==> src/dtc_pkg.sv <==
// Purpose: constants for the dual timer/counter with clock output
// Assumes: byte-wide register port, one system clock
// Notes: register offsets are byte addresses on the plain register port
// How it works
// - timer counts every 12 clocks, or every clock
// - count pin sampled per rate, high-then-low counts
// - increment lands the cycle after detection
// - mode 0 is 13-bit, rollover sets flag
// - count only when run and gate allows; with unit 0 split, unit 1 ignores run and high byte ignores gate
// - mode 1 is full 16-bit count
// - mode 2 low byte reloads from high byte
// - unit 1 in mode 3 holds its count
// - unit 0 mode 3 splits into two bytes
// - clock-out mode gives 50% square wave
// - output period is 2n times (256 minus reload)
// - clock-out overflow sets flag, no interrupt
// - unit 1 overflow feeds baud and clock-out
// - flags set by hardware, cleared on vector
// - run bits switch units on and off
// - mode register nibbles: unit 1 high, unit 0 low
// - mode field picks 13, 16, reload, split/stop
// - counter-select picks system clock or count pin
// - speed-select picks divide-by-12 or undivided clock
// - aux bits 1 and 0 enable clock outputs
package dtc_pkg;
    localparam logic [7:0] ADDR_RUN_FLAGS = 8'h88;
    localparam logic [7:0] ADDR_MODE = 8'h89;
    localparam logic [7:0] ADDR_U0_LO = 8'h8a;
    localparam logic [7:0] ADDR_U1_LO = 8'h8b;
    localparam logic [7:0] ADDR_U0_HI = 8'h8c;
    localparam logic [7:0] ADDR_U1_HI = 8'h8d;
    localparam logic [7:0] ADDR_AUX = 8'ha3;
    localparam logic [7:0] RESET_BYTE = 8'h00;
    // run/flag register bit positions, unit 1 sits two bits above unit 0
    localparam int BIT_RUN0 = 4;
    localparam int BIT_FLAG0 = 5;
    localparam int BIT_RUN1 = 6;
    localparam int BIT_FLAG1 = 7;
    // mode register nibble layout
    localparam int NIB_W = 4;
    localparam int NIB_GATE = 3;
    localparam int NIB_CT = 2;
    localparam int NIB_MODE_LSB = 0;
    // aux register bit positions
    localparam int BIT_CKOE0 = 0;
    localparam int BIT_SPEED0 = 2;
    // mode field codes
    localparam logic [1:0] MODE_13BIT = 2'h0;
    localparam logic [1:0] MODE_16BIT = 2'h1;
    localparam logic [1:0] MODE_RELOAD8 = 2'h2;
    localparam logic [1:0] MODE_SPLIT = 2'h3;
    // prescaler
    localparam int PRESCALE_CYCLES = 12;
    localparam logic [3:0] PRESCALE_LAST = 4'(PRESCALE_CYCLES - 1);
endpackage : dtc_pkg

==> src/dtc_timer.sv <==
// Purpose: two 16-bit timer/counters with modes 0..3 and clock output
// Assumes: count and gate pins are asynchronous, register port is synchronous
// Notes: all outputs are registered
`timescale 1ns/1ns
module dtc_timer (
    input wire logic sys_clk,
    input wire logic rst_n,
    input wire logic [7:0] reg_addr,
    input wire logic [7:0] reg_wdata,
    input wire logic reg_wr,
    input wire logic reg_rd,
    output logic [7:0] reg_rdata,
    input wire logic unit0_count_pin,
    input wire logic unit1_count_pin,
    input wire logic unit0_gate_input_pin,
    input wire logic unit1_gate_input_pin,
    input wire logic unit0_int_ack,
    input wire logic unit1_int_ack,
    output logic unit0_irq_req,
    output logic unit1_irq_req,
    output logic unit0_clock_out_pin,
    output logic unit1_clock_out_pin,
    output logic baud_tick
);
    logic [3:0] pre_q;
    logic [3:0] pre_d;
    logic tick12;
    logic [7:0] mode_reg_q;
    logic [3:0] aux_q;
    logic [1:0] run_q;
    logic [1:0] flag_q;
    logic [1:0] flag_d;
    logic [1:0] flag_set;
    logic [1:0] ack;
    logic [1:0] irq_q;
    logic [1:0] cko_q;
    logic baud_q;
    logic [7:0] rdata_q;
    logic [7:0] lo_q [2];
    logic [7:0] hi_q [2];
    logic [1:0] cnt_pin;
    logic [1:0] gate_pin;
    logic [1:0] rate;
    logic [1:0] inc;
    logic [1:0] ovf_lo;
    logic [1:0] ovf_hi;
    logic [1:0] cko_mode;
    logic split0;
    logic hi0_inc;
    logic wr_flags;
    logic wr_mode;
    logic wr_aux;
    logic [7:0] flags_val;
    logic [7:0] rd_val;

    assign cnt_pin = {unit1_count_pin, unit0_count_pin};
    assign gate_pin = {unit1_gate_input_pin, unit0_gate_input_pin};
    assign ack = {unit1_int_ack, unit0_int_ack};

    // register decode
    assign wr_flags = reg_wr && (reg_addr == dtc_pkg::ADDR_RUN_FLAGS);
    assign wr_mode = reg_wr && (reg_addr == dtc_pkg::ADDR_MODE);
    assign wr_aux = reg_wr && (reg_addr == dtc_pkg::ADDR_AUX);

    // divide-by-12 enable
    assign tick12 = (pre_q == dtc_pkg::PRESCALE_LAST);
    assign pre_d = tick12 ? 4'h0 : pre_q + 4'h1;

    // unit 0 split mode borrows unit 1 run bit for its high byte
    assign split0 = (mode_reg_q[dtc_pkg::NIB_MODE_LSB +: 2] == dtc_pkg::MODE_SPLIT);
    assign hi0_inc = split0 && run_q[1] && rate[0];

    always_ff @(posedge sys_clk) begin
        if (!rst_n) begin
            pre_q <= 4'h0;
        end else begin
            pre_q <= pre_d;
        end
    end

    genvar i;
    generate
        for (i = 0; i < 2; i++) begin : g_unit
            logic cs1_q;
            logic cs2_q;
            logic gs1_q;
            logic gs2_q;
            logic samp_q;
            logic fall_q;
            logic gate_en;
            logic ct_en;
            logic run_eff;
            logic pulse;
            logic [1:0] mode;
            logic wr_lo;
            logic wr_hi;
            logic [7:0] lo_d;
            logic [7:0] hi_d;
            logic ol;
            logic oh;
            logic [7:0] lo_r;
            logic [7:0] hi_r;
            logic cko_r;
            logic irq_r;

            // one process owns each unit's flops; the shared vectors only mirror them
            assign lo_q[i] = lo_r;
            assign hi_q[i] = hi_r;
            assign cko_q[i] = cko_r;
            assign irq_q[i] = irq_r;

            assign mode = mode_reg_q[i*dtc_pkg::NIB_W + dtc_pkg::NIB_MODE_LSB +: 2];
            assign gate_en = mode_reg_q[i*dtc_pkg::NIB_W + dtc_pkg::NIB_GATE];
            assign ct_en = mode_reg_q[i*dtc_pkg::NIB_W + dtc_pkg::NIB_CT];
            assign rate[i] = aux_q[dtc_pkg::BIT_SPEED0 + i] ? 1'b1 : tick12;
            assign cko_mode[i] = !ct_en && aux_q[dtc_pkg::BIT_CKOE0 + i];
            // unit 1 runs free while unit 0 is in split mode and borrows its run bit
            assign run_eff = (i == 1 && split0) ? 1'b1 : run_q[i];
            assign pulse = ct_en ? fall_q : rate[i];
            assign inc[i] = run_eff && (!gate_en || gs2_q) && pulse;
            assign wr_lo = reg_wr && (reg_addr == (i == 0 ? dtc_pkg::ADDR_U0_LO : dtc_pkg::ADDR_U1_LO));
            assign wr_hi = reg_wr && (reg_addr == (i == 0 ? dtc_pkg::ADDR_U0_HI : dtc_pkg::ADDR_U1_HI));
            assign ovf_lo[i] = ol;
            assign ovf_hi[i] = oh;

            // pin synchronisers and falling-edge sampling at the rate
            always_ff @(posedge sys_clk) begin
                if (!rst_n) begin
                    cs1_q <= 1'b0;
                    cs2_q <= 1'b0;
                    gs1_q <= 1'b0;
                    gs2_q <= 1'b0;
                    samp_q <= 1'b0;
                    fall_q <= 1'b0;
                end else begin
                    cs1_q <= cnt_pin[i];
                    cs2_q <= cs1_q;
                    gs1_q <= gate_pin[i];
                    gs2_q <= gs1_q;
                    if (rate[i]) begin
                        samp_q <= cs2_q;
                    end
                    fall_q <= rate[i] && samp_q && !cs2_q;
                end
            end

            always_comb begin
                lo_d = lo_q[i];
                hi_d = hi_q[i];
                ol = 1'b0;
                oh = 1'b0;
                if (cko_mode[i]) begin
                    if (inc[i]) begin
                        if (&lo_q[i]) begin
                            lo_d = hi_q[i];
                            ol = 1'b1;
                        end else begin
                            lo_d = lo_q[i] + 8'h01;
                        end
                    end
                end else begin
                    unique case (mode)
                        dtc_pkg::MODE_13BIT: begin
                            if (inc[i]) begin
                                {hi_d, lo_d[4:0]} = {hi_q[i], lo_q[i][4:0]} + 13'h0001;
                                ol = &{hi_q[i], lo_q[i][4:0]};
                            end
                        end
                        dtc_pkg::MODE_16BIT: begin
                            if (inc[i]) begin
                                {hi_d, lo_d} = {hi_q[i], lo_q[i]} + 16'h0001;
                                ol = &{hi_q[i], lo_q[i]};
                            end
                        end
                        dtc_pkg::MODE_RELOAD8: begin
                            if (inc[i]) begin
                                if (&lo_q[i]) begin
                                    lo_d = hi_q[i];
                                    ol = 1'b1;
                                end else begin
                                    lo_d = lo_q[i] + 8'h01;
                                end
                            end
                        end
                        dtc_pkg::MODE_SPLIT: begin
                            if (i == 0) begin
                                if (inc[i]) begin
                                    lo_d = lo_q[i] + 8'h01;
                                    ol = &lo_q[i];
                                end
                                if (hi0_inc) begin
                                    hi_d = hi_q[i] + 8'h01;
                                    oh = &hi_q[i];
                                end
                            end
                            // unit 1 keeps lo_d and hi_d unchanged here
                        end
                    endcase
                end
                if (wr_lo) begin
                    lo_d = reg_wdata;
                end
                if (wr_hi) begin
                    hi_d = reg_wdata;
                end
            end

            always_ff @(posedge sys_clk) begin
                if (!rst_n) begin
                    lo_r <= dtc_pkg::RESET_BYTE;
                    hi_r <= dtc_pkg::RESET_BYTE;
                    cko_r <= 1'b0;
                    irq_r <= 1'b0;
                end else begin
                    lo_r <= lo_d;
                    hi_r <= hi_d;
                    if (!cko_mode[i]) begin
                        cko_r <= 1'b0;
                    end else if (ovf_lo[i]) begin
                        cko_r <= !cko_r;
                    end
                    irq_r <= flag_d[i] && !cko_mode[i];
                end
            end
        end
    endgenerate

    // flag sources; hardware set wins over any clear
    assign flag_set[0] = ovf_lo[0];
    assign flag_set[1] = split0 ? ovf_hi[0] : ovf_lo[1];
    assign flag_d[0] = flag_set[0] || (wr_flags ? reg_wdata[dtc_pkg::BIT_FLAG0] : (flag_q[0] && !ack[0]));
    assign flag_d[1] = flag_set[1] || (wr_flags ? reg_wdata[dtc_pkg::BIT_FLAG1] : (flag_q[1] && !ack[1]));

    // run/flag register image, low nibble reads zero
    assign flags_val = {flag_q[1], run_q[1], flag_q[0], run_q[0], 4'h0};

    assign rd_val = (reg_addr == dtc_pkg::ADDR_RUN_FLAGS) ? flags_val :
                    (reg_addr == dtc_pkg::ADDR_MODE) ? mode_reg_q :
                    (reg_addr == dtc_pkg::ADDR_U0_LO) ? lo_q[0] :
                    (reg_addr == dtc_pkg::ADDR_U1_LO) ? lo_q[1] :
                    (reg_addr == dtc_pkg::ADDR_U0_HI) ? hi_q[0] :
                    (reg_addr == dtc_pkg::ADDR_U1_HI) ? hi_q[1] :
                    (reg_addr == dtc_pkg::ADDR_AUX) ? {4'h0, aux_q} :
                    8'h00;

    always_ff @(posedge sys_clk) begin
        if (!rst_n) begin
            mode_reg_q <= dtc_pkg::RESET_BYTE;
            aux_q <= 4'h0;
            run_q <= 2'h0;
            flag_q <= 2'h0;
            baud_q <= 1'b0;
            rdata_q <= dtc_pkg::RESET_BYTE;
        end else begin
            if (wr_mode) begin
                mode_reg_q <= reg_wdata;
            end
            if (wr_aux) begin
                aux_q <= reg_wdata[3:0];
            end
            if (wr_flags) begin
                run_q <= {reg_wdata[dtc_pkg::BIT_RUN1], reg_wdata[dtc_pkg::BIT_RUN0]};
            end
            flag_q <= flag_d;
            baud_q <= ovf_lo[1];
            rdata_q <= reg_rd ? rd_val : 8'h00;
        end
    end

    assign reg_rdata = rdata_q;
    assign unit0_irq_req = irq_q[0];
    assign unit1_irq_req = irq_q[1];
    assign unit0_clock_out_pin = cko_q[0];
    assign unit1_clock_out_pin = cko_q[1];
    assign baud_tick = baud_q;
endmodule // dtc_timer

==> config.mk <==
export PLATFORM = sky130hd
export DESIGN_NAME = dtc_timer
export DESIGN_NICKNAME = d
export VERILOG_FILES = /design/src/dtc_pkg.sv /design/src/dtc_timer.sv
export SDC_FILE = /design/constraint.sdc
export NUM_CORES = 1
export LEC_CHECK = 0
export ABC_CLOCK_PERIOD_IN_PS = 3200
export BUFFER_PORTS_ARGS = -buffer_cell sky130_fd_sc_hd__buf_2
export CORE_MARGIN = 5
export CORE_UTILIZATION = 58
export DETAILED_ROUTE_END_ITERATION = 10
export PLACE_DENSITY_LB_ADDON = 0.3
export SLEW_MARGIN = 0
export SYNTH_ARGS = -nofsm -noshare
export SYNTH_HDL_FRONTEND = slang
export SYNTH_SLANG_ARGS = --single-unit
==> constraint.sdc <==
create_clock -name sys_clk -period 3.2 [get_ports sys_clk]
set_input_delay 0.48 -clock sys_clk [delete_from_list [all_inputs] [get_ports sys_clk]]
set_output_delay 0.48 -clock sys_clk [all_outputs]
set_load 0.02 [all_outputs]
---- Word-level counts from Yosys, hierarchy flattened ----
Index checks and enable logic that the tools add are counted.
storage, ports and cells
  output and inout bits ................... 13
  latch bits .............................. 0
  flip-flop bits (word level) ............. 77
  word-level logic and storage cells ...... 187
  RAM bits ................................ 0
  memories ................................ 0
  memory bits (read-only) ................. 0
cells by class
  bitwise operators ....................... 2
  add/sub/neg operators ................... 8
  shift operators ......................... 0
  reductions and logical operators ........ 64
  equal/unequal tests ..................... 25
  divide/modulo/power cells ............... 0
  multiply operators ...................... 0
  multiplexer cells ....................... 58
  $lt $le $gt $ge ......................... 0
operators with widths
  kind                   number
  $mux 8                 26
  $eq 8x8->1 const B     7
  $add 16x1->16 const B  2
  $reduce_and 16->1      2
  $add 13x1->13 const B  2
  $reduce_and 13->1      2
  $add 8x1->8 const B    3
  $pmux 8 s3             1
  $reduce_and 8->1       3
  $logic_and 1x1->1      23
  $mux 1                 21
  $pmux 5 s4             1
  $ne 4x4->1 const B     4
  $pmux 8 s2             1
  $pmux 5 s3             1
  $logic_not 1->1        12
  $ne 3x3->1 const B     4
  $mux 5                 2
  $reduce_bool 5->1      2
  $pmux 3 s3             1
  $reduce_and 3->1       3
  $reduce_and 2->1       4
  $reduce_bool 4->1      2
  $eq 2x2->1 const B     3
  other kinds (18)       25

---- Depth between registers and ports, before layout ----
Gate-level depths: netlist of the first run.
  depth after elaboration ................. 10
  depth in mapped cells ................... 9

---- Least setup slack after synthesis of the first run ----
No wires, ideal clock.
  path kind ............................... input port to flip-flop
  start point ............................. input port reg_addr[4]
  end point ............................... register flag_q[1]
  setup slack ............................. 1.081 ns
  arrival time ............................ 1.994 ns
  path buffers ............................ 0
  stages .................................. 6
  cell sequence ........................... or3b_4 nor4b_4 nand2_1 mux2_2 a211oi_1 nor2b_1
on the way
  longest elaborated chain between the ends .. 4
ends and longest elaborated chain
  item                    line              text
  start: declaration      dtc_timer.sv:8    input wire logic [7:0] reg_addr,
  $eq 8x8->1              dtc_timer.sv:61   assign wr_flags = reg_wr && (reg_addr == dtc_pkg::ADDR_RUN_FLAGS);
  $logic_and 1x1->1       dtc_timer.sv:61
  $mux 1                  dtc_timer.sv:232  assign flag_d[1] = flag_set[1] || (wr_flags ? reg_wdata[dtc_pkg::BIT_FLAG1] : (flag_q[1] && !ack[1]));
  $logic_or 1x1->1        dtc_timer.sv:232
  end signal: assignment  dtc_timer.sv:264  flag_q <= flag_d;
  end: declaration        dtc_timer.sv:31   logic [1:0] flag_q;
No other way between the ends.
A chain may end at the register's enable or synchronous reset.

---- Final worst setup path of the first run ----
  start point ............................. register g_unit[1].lo_r[0]
  end point ............................... register g_unit[1].cko_r, in the netlist unit1_clock_out_pin
on the way
  longest elaborated chain between the ends .. 5
  elaborated cells between the ends (all ways) .. 9
  those cells by class .................... mux (6); reduce/logical (3)
ends and longest elaborated chain
  item                      line                                text
  start: declaration        dtc_timer.sv:101                    logic [7:0] lo_r;
  start signal: assignment  dtc_timer.sv:210                    lo_r <= dtc_pkg::RESET_BYTE;
  start signal: assignment  dtc_timer.sv:215                    lo_r <= lo_d;
  $reduce_and 8->1          dtc_timer.sv:154, dtc_timer.sv:177
  $mux 1                    dtc_timer.sv:154, dtc_timer.sv:177
  $mux 1                    dtc_timer.sv:176                    if (inc[i]) begin
  $pmux 1 s3                dtc_timer.sv:162                    unique case (mode)
  $mux 1 (*)                dtc_timer.sv:152                    if (cko_mode[i]) begin
  end signal: assignment    dtc_timer.sv:220                    cko_r <= !cko_r;
  end: declaration          dtc_timer.sv:103                    logic cko_r;
Every way passes the cells marked *; elsewhere a longest branch is shown, timed or not.

==> results, run 1 <==
- The clock reaches the later pin of the worst-skew pair after ~0.36 ns.
- The I/O pin count is 39.
- For the pin with the worst max-slew slack, the measured transition is 0.658 ns.
- After clock tree synthesis, the clock-pin slew on the worst setup and hold paths is around 0.090 ns.
- The destination of the worst hold path is g_unit[0].gs1_q$_SDFF_PN0_.
- Across the VDD grid, the largest voltage drop is about 0.26 mV.
- The data arrival time of the critical path is about 2.8 ns.
- The total standard cell area after synthesis is between 4000 and 5000 µm².
- Of the post-synthesis cell area, the dominant cell type holds 0.327.
- The final net count is between 600 and 700.
- In the post-synthesis netlist, the cell with the most instances is dfxtp_1.
- The number of buffers inserted by port buffering is 38.
- The critical path in this run is classified as flop to flop.
- The most used flip-flop cell after synthesis is dfxtp_1.
- Buffers inserted to repair hold after CTS numbered 0.
- For this design, the slowest cell found on the critical path is dfxtp_1.
- The floorplan step defined a core boundary enclosing around 8000 µm².
- The aggregate routed wire length is between 10000 and 15000 µm.
- The synthesized netlist contains 67 unique library cells.
- Measured along the y axis, the die boundary spans between 100 and 150 µm.
- The quantity of gates resized following cts is 0.
- TritonCTS built the clock tree.
- The clock passes through at most 2 buffers.
- The final estimated routing congestion in global placement is 1.05.
- The end of the worst register-to-register path is unit1_clock_out_pin$_SDFFE_PN0P_.
- Ranked by instance count, the synthesized netlist is headed by dfxtp_1, nand2_1, a21oi_1.
- In this run the power density over the cells is about 380 nW/µm².
- The total number of yosys warnings is 0.
- The critical hold path startpoint is unit0_gate_input_pin.
- When the netlist entered floorplanning its net count stood at between 600 and 700.
- The cell at the root of the clock tree is clkbuf_8.
- In the final layout, the share of cells above drive strength 1 is 0.128.
- The critical register-to-register path startpoint is g_unit[1].lo_r[0]$_SDFFE_PN0P_.
- At the worst endpoint, the required time is roughly 3.5 ns.
- The synthesized design contains between 70 and 80 register bits.
- The number of H-tree levels is 3.
- The total power is just under 2000 µW.
- On the worst path, the slowest cell contributes a delay of approximately 0.49 ns.
- The initial standard-cell utilization of the core is 0.603.
- The setup TNS is 0 ns.
- The final number of max-transition violations came to 0.
- The clock tree skew after final layout is 0.0163 ns.
- For this run, the total global-route usage over all layers was measured as 0.300.
- The final hold violation count is 0.
- The first global-routing pass estimated 23500 µm of wire.
- The critical path capture point type is a flop.
- The buffers inserted during post-CTS setup optimization is 0.
- The number of global-route vias before repair is roughly 4500.
- The minimum hold slack is 0.323 ns.
- Measured along the x axis, the die boundary spans 100 µm.
- Headroom to the max-slew limit came out at 0.558.
- The max-capacitance violation count is 0.
- The pin count of the biggest net entering global routing is 40.
- The worst hold path passes through 2 cells.
- The first routing iteration left approximately 400 violations.
- In this run the core area contains 32 standard-cell rows.
- From synthesis to final layout, the design area changed by 9.43%.
- The full die area is 10000 µm².
- In the finished design, the share of the clock period the worst path needs comes to 0.804.
- The half-perimeter wire length of the detailed placement result is approximately 11000 µm.
- The first detailed-routing pass took 6 iterations.
- Measured in cells, the most critical reg-to-reg path has a length of 7.
- Detailed routing inserted a total of a little under 5000 vias.
- The average routed wire per standard cell is about 20 µm.
- The mean instance size in the synthesized netlist is roughly 7.7 µm².
- Walking the worst path, the cells encountered are ha_1 > and4_1 > nand2_1 > or2_2 > a221oi_2 > xor2_1 > and3_1.
- Using the TritonRoute via totals, the vias-per-cell ratio works out to about 6.5.
- By area the synthesized netlist is led by dfxtp_1, a21oi_1, nand2_1, o21ai_0, nor2_1.
- The minimum setup slack among reg-to-reg paths is between 0.6 and 0.7 ns.
- Summing all flip-flop and latch instances after layout gives 1540 µm².
- The share of the Yosys chip area taken by registers is 0.327.
- Of all nets on the critical path, the largest fanout is 8.
- For this run, design rule violations remaining after detail routing come to 0.
- The filler cell count in the final layout is between 700 and 800.
- The async set-reset flop share out of synthesis is 0.
- The repair_antennas step left the layout with diodes totalling 0.
- The footprint of the multi-input gates is a little under 3000 µm².
- The number of clock sinks is 77.
- The run finished with clean final reports.
- The largest total area in the synthesized netlist belongs to dfxtp_1.
- The total CTS buffers is 9.
- The final setup violation count is 0.
- In the synthesized netlist, the number of instances is 615.
- The tightest min-delay check is of the input pin to flop type.
- The remaining global-route overflow is 0.
- The remaining antenna violation count is 0.
- Summed over all cells, the static leakage comes to between 0.0015 and 0.002 µW.
- Counting flops with a built-in enable in the synthesized netlist gives 0.
- Setup repair after global routing left no endpoint under its margin.
- The initial antenna violation count was 0.
- The kind of start point of the critical path is a flop.
- The maximum frequency from static timing analysis is 389 MHz.
- For the finished layout, the period the worst path requires is 2.57 ns.
[area by class of cell]
cell class | count | share of cell area
clock buffers | 10 | 0.0248
clock inverters | 6 | 0.0182
inverters | 18 | 0.0131
multi-input cells | 486 | 0.574
flip-flops and latches | 77 | 0.299
well taps | 102 | 0.0248
repair buffers | 44 | 0.0457
[routing by layer]
| metal | track usage | vias up | wire length [µm] |
|---|---|---|---|
| met2 | 0.484 | 225 | 6820 |
| met1 | 0.388 | 2258 | 6080 |
| met5 | 0 | - | 0 |
| met4 | 0.145 | 0 | 639 |
| li1 | - | 2280 | - |
| met3 | 0.0521 | 52 | 1160 |
[report_power, final]
part	switching, µW	internal [µW]
sequential	6.01	966
combinational	84.0	41.0
clock	389	447
[cells in the final DEF, fill, tap and decap left out, types with 9 or more instances in the layout]
cell type	n
a21oi_1	57
and2_1	13
and3_1	13
buf_2	38
clkbuf_8	9
dfxtp_1	77
inv_1	18
nand2_1	72
nand3_1	21
nand4_1	16
nor2_1	54
nor2b_1	13
nor3_1	14
o21ai_0	49
xor2_1	16
[flip-flops by register name, indices dropped and copies added, names as in the netlist]
register,cells
mode_reg_q,8
reg_rdata,8
g_unit.fall_q,2
aux_q,4
g_unit.cs2_q,2
unit1_clock_out_pin,1
flag_q,2
unit1_irq_req,1
run_q,2
unit0_clock_out_pin,1
g_unit.lo_r,16
g_unit.gs2_q,2
g_unit.samp_q,2
g_unit.gs1_q,2
g_unit.cs1_q,2
unit0_irq_req,1
g_unit.hi_r,16
baud_tick,1
pre_q,4
[worst max-delay path by stage]
| stage | startpoint | endpoint | slack, ns | depth (start not counted) |
|---|---|---|---|---|
| floorplan | reg_addr[4] | flag_q[1]$_SDFF_PN0_ | 1.08 | 6 |
| global placement | reg_addr[4] | flag_q[1]$_SDFF_PN0_ | 0.78 | 7 |
| detailed placement | reg_addr[4] | flag_q[1]$_SDFF_PN0_ | 0.71 | 7 |
| CTS | g_unit[1].lo_r[0]$_SDFFE_PN0P_ | unit1_clock_out_pin$_SDFFE_PN0P_ | 0.73 | 7 |
| global route | g_unit[1].lo_r[0]$_SDFFE_PN0P_ | unit1_clock_out_pin$_SDFFE_PN0P_ | 0.52 | 7 |
| finish | g_unit[1].lo_r[0]$_SDFFE_PN0P_ | unit1_clock_out_pin$_SDFFE_PN0P_ | 0.63 | 7 |
[kinds of logic after synthesis]
family,synth area share
AOI/OAI and AO/OA,0.256
xor gates and xnor gates,0.0446
adders and majority gates,0.0213
buffers and inverters,0.0441
DFF,0.327
muxes,0.0292
and+or+nand+nor,0.277
[critical path, delay by kind of cell (launching register included)]
family | cells | cell delay (ns)
AO/OA/AOI/OAI | 1 | 0.39
adder cells (fa/ha/maj) | 1 | 0.35
AND/OR/NAND/NOR | 4 | 1.15
flip-flops | 1 | 0.49
XOR/XNOR | 1 | 0.11
[stage by stage]
stage / area (µm²) / std cells / worst slack (ns) / util
2_1_floorplan: 4710 / 615 / 1.08 / -
3_3_place_gp: 4930 / 727 / 0.778 / 0.632
3_5_place_dp: 4930 / 727 / 0.708 / 0.632
4_1_cts: 5150 / 743 / 0.731 / 0.660
5_1_grt: 5150 / 743 / 0.520 / 0.660
6_report: 5150 / 743 / 0.627 / 0.660
Power figures use the tool's default switching activity.
==> inputs of run 2 (changes only) <==
- ABC_AREA: not set -> 1
- ABC_CLOCK_PERIOD_IN_PS: 3200 -> 2320
- CORE_UTILIZATION: 58 -> 55
- clock period: 3.2 -> 2.32 ns (I/O delays scaled with it)
==> run 2 against run 1 <==
Total power is 34% higher. Sequential share of layout area is 3.5 points lower. Combinational power is 22% higher. Die area is 16% higher. Via count is 20% higher. Design area is 13% higher. Final cell count is 38% higher. Wire length is 9.5% higher.
==> results, run 2 <==
- The run finished with clean final reports.
- The part of the power in the clock network is 0.420 (-0.012).
- The number of global-route vias before repair is 5218 (+15%).
- The combinational fraction of design power was 0.059 (-0.006).
- The clock transition at the registers of the reported paths is 0.09 ns (about the same).
- The number of clock sinks is 77 (unchanged).
- The final estimated routing congestion in global placement came to 0.970 (-7.2%).
- The final net count is 927 (+38%).
- The number of register bits inferred by synthesis is 77 (unchanged).
- The critical path capture point type is a flop.
- The average routed wire per standard cell was 15.7 µm (-21%).
- The aggregate routed wire length was 16100 µm (+9.5%).
- The pin count of the biggest net entering global routing came to 41 (+2.5%).
- The root buffer cell chosen for the clock tree is clkbuf_8.
- The total power is 2580 µW (+34%).
- The worst-case vdd ir drop is 0.355 mV (+38%).
- The portion of the post-synthesis area used by sequential elements is 0.292 (-0.0350).
- The quantity of gates resized following cts is 0 (unchanged).
- The detailed-routing iteration count for the pre-antenna-repair pass is 6 (unchanged).
- The mean instance size in the synthesized netlist is 6.21 µm² (-19%).
- The half-perimeter wire length of the detailed placement result is 12200 µm (+14%).
- The clock tree skew after final layout is 0.00635 ns (-0.00998 ns).
- STA classifies the critical path startpoint as a flop.
- The setup TNS came to 0 ns (unchanged).
- The final hold violation count was 0 (unchanged).
- The time the worst path needs with I/O delays and setup is 2.03 ns (-0.546 ns).
- The remaining global-route overflow came to 0 (unchanged).
- The power per unit of standard cell area came to 443 nW/µm² (+18%).
- The data arrival time of the critical path came to 2.28 ns (-0.56 ns).
- The number of standard-cell rows in the floorplan is 35 (+9.4%).
- The total DRC errors in the routed layout is 0 (unchanged).
- The filler cell count in the final layout is 901 (+24%).
- Setup repair after global routing left no endpoint under its margin.
- The share of layout cells above drive strength 1 was 0.150 (+0.0224).
- The most common cell in the synthesized netlist is nand2_1.
- The deepest clock path buffer count is 2 (unchanged).
- The I/O pin count is 39 (unchanged).
- The leakage dissipation is 0.00284 µW (+54%).
- The global routing met2 resource utilization is 0.431 (-0.0531).
- The largest registers in the layout are g_unit.hi_r (16), g_unit.lo_r (16).
- The count of distinct cell types in the synthesized netlist is 43 (-36%).
- The detail-routed via count per cell is 5.64 (-13%).
- The most common cell after layout, fill and taps aside is nand2_1.
- The remaining antenna violation count came to 0 (unchanged).
- The net count after synthesis is 883 (+36%).
- The final setup violation count is 0 (unchanged).
- The final number of max-transition violations is 0 (unchanged).
- In the post-synthesis netlist, the biggest area contributors are dfxtp_1, nand2_1, inv_1, o21ai_0, a21oi_1.
- The top-area cell type share of the netlist area is 0.292 (-0.0350).
- The area growth from synthesis to layout is 10.5%.
- The number of H-tree levels is 3 (unchanged).
- The sequential fraction of design power is 0.521 (+0.018).
- The post-route standard cell area excluding fillers is 5820 µm² (+13%).
- The number of buffers inserted by port buffering was 38 (unchanged).
- The gate count of the mapped netlist is 849 (+38%).
- The path class of the lowest-slack min-delay path is input pin to flop.
- The final clock period utilization by the worst path was 0.874 (+0.0696).
- The combined global-route utilization of all metal layers is 0.285 (-0.0151).
- The die extent in x is 108 µm (+7.8%).
- The number of hold-repair buffers added at the cts stage is 0 (unchanged).
- The initial standard-cell utilization of the core was 0.568 (-0.0353).
- The count of non-filler cells in the finished layout is 1027 (+38%).
- The global-route wire length before repair is 26400 µm (+12%).
- The internal power was 1890 µW (+30%).
- The clock latency on the worst-skew pair is 0.36 ns (about the same).
- The total CTS buffers is 9 (unchanged).
- The standard cell area after detailed placement is 5620 µm² (+14%).
- The number of synthesized flops with an enable pin is 0 (unchanged).
- The violation count after the first detailed-routing iteration is 817 (+100%).
- The max-capacitance violation count is 0 (unchanged).
- The total via count after detailed routing is 5795 (+20%).
- The CTS tree is yes.
- The initial antenna violation count is 0 (unchanged).
- The core outline area is 9280 µm² (+19%).
- The required time of the critical path came to 2.58 ns (-0.89 ns).
- The most heavily used metal layer in global routing is met2.
- The full die area is 11600 µm² (+16%).
- The worst slew slack as a fraction of its limit was 0.614 (+0.0559).
- The number of antenna cells inserted is 0 (unchanged).
- The slew at the pin with the worst max-slew slack is 0.579 ns (-0.0797 ns).
- The buffers inserted during post-CTS setup optimization came to 0 (unchanged).
- The fraction of met1 tracks used by global routing is 0.417 (+0.0299).
- The vertical die dimension was 108 µm (+7.8%).
- The async set-reset flop share out of synthesis is 0 (unchanged).
- The main flop type after synthesis is dfxtp_1.
- The total standard cell area after synthesis is 5270 µm² (+12%).
- The maximum net fanout on the critical path came to 7 (-1).
- The critical path is of the flop to flop type.
- The net switching fraction of the power was 0.267 (+0.0197).
- Counting instances in the post-synthesis netlist gives the leading cell types as nand2_1, inv_1, dfxtp_1, o21ai_0, a21oi_1.
- Leaving out fill and tap cells, the most frequent cells in the layout are nand2_1, inv_1, o21ai_0, dfxtp_1, a21oi_1.
- dfxtp_1 takes more of the synthesized area than any other cell.
- The maximum frequency from static timing analysis is 493 MHz (+27%).
- The met3 track demand over resource in global routing came to 0.0360 (-0.0161).
- The number of placed cells counting well taps was 1011 (+39%).
- The minimum hold slack is 0.172 ns (-0.151 ns).
- The total number of yosys warnings is 0 (unchanged).
- The reported net switching power was 690 µW (+44%).
## run 2: area by class of cell
| cell class | count | area, µm² | area share |
|---|---|---|---|
| clock inverters | 7 | 82.6 | 0.0142 |
| inverters | 144 | 544 | 0.0934 |
| repair buffers | 47 | 258 | 0.0443 |
| flip-flops and latches | 77 | 1540 | 0.265 |
| multi-input cells | 614 | 3110 | 0.534 |
| well taps | 129 | 161 | 0.0277 |
| clock buffers | 9 | 124 | 0.0213 |
## run 2: worst paths after layout
check	start	end	slack, ns	depth (start not counted)
worst max register to register	mode_reg_q[4]$_SDFFE_PN0P_	g_unit[1].lo_r[0]$_SDFFE_PN0P_	0.29	11
worst max-delay path	mode_reg_q[4]$_SDFFE_PN0P_	g_unit[1].lo_r[0]$_SDFFE_PN0P_	0.29	11
worst min register to register	g_unit[0].cs1_q$_SDFF_PN0_	g_unit[0].cs2_q$_SDFF_PN0_	0.42	2
worst min-delay path	unit1_gate_input_pin	g_unit[1].gs1_q$_SDFF_PN0_	0.17	3
## run 2: critical path, cell delays in order, from the launching register on
cell     delay [ns]
dfxtp_1        0.41
inv_1          0.10
ha_1           0.28
inv_1          0.06
o21ai_0        0.43
inv_2          0.12
nand3_1        0.12
nand2_2        0.08
nand2_4        0.10
inv_2          0.05
a21oi_1        0.12
nor2_1         0.05
## run 2: metrics by stage
| stage | worst slack [ns] | utilization |
|---|---|---|
| final | 0.293 | 0.627 |
| after CTS | 0.321 | 0.627 |
| after global routing | 0.0798 | 0.627 |
| after global placement | 0.316 | 0.605 |
| after detailed placement | 0.339 | 0.605 |
| after floorplan | 0.634 | - |
## run 2: kinds of logic after synthesis
| family | share of synthesized area |
|---|---|
| and+or+nand+nor | 0.369 |
| AOI/OAI and AO/OA | 0.188 |
| buffers and inverters | 0.117 |
| DFF | 0.292 |
| xor gates and xnor gates | 0.0150 |
| adders and majority gates | 0.0190 |
## run 2: power by group through the flow
stage / Sequential (µW) / Combinational [µW] / Clock (µW)
floorplan: 1370 / 81.7 / 0
global route: 1350 / 167 / 1140
global placement: 1370 / 145 / 0
CTS: 1340 / 148 / 1080
detailed placement: 1380 / 147 / 0
finish: 1340 / 153 / 1080
## run 2: per-layer routing
metal,vias up,share of wire
li1,2822,-
met1,2575,0.44
met2,358,0.41
met3,40,0.12
met4,0,0.028
met5,-,0
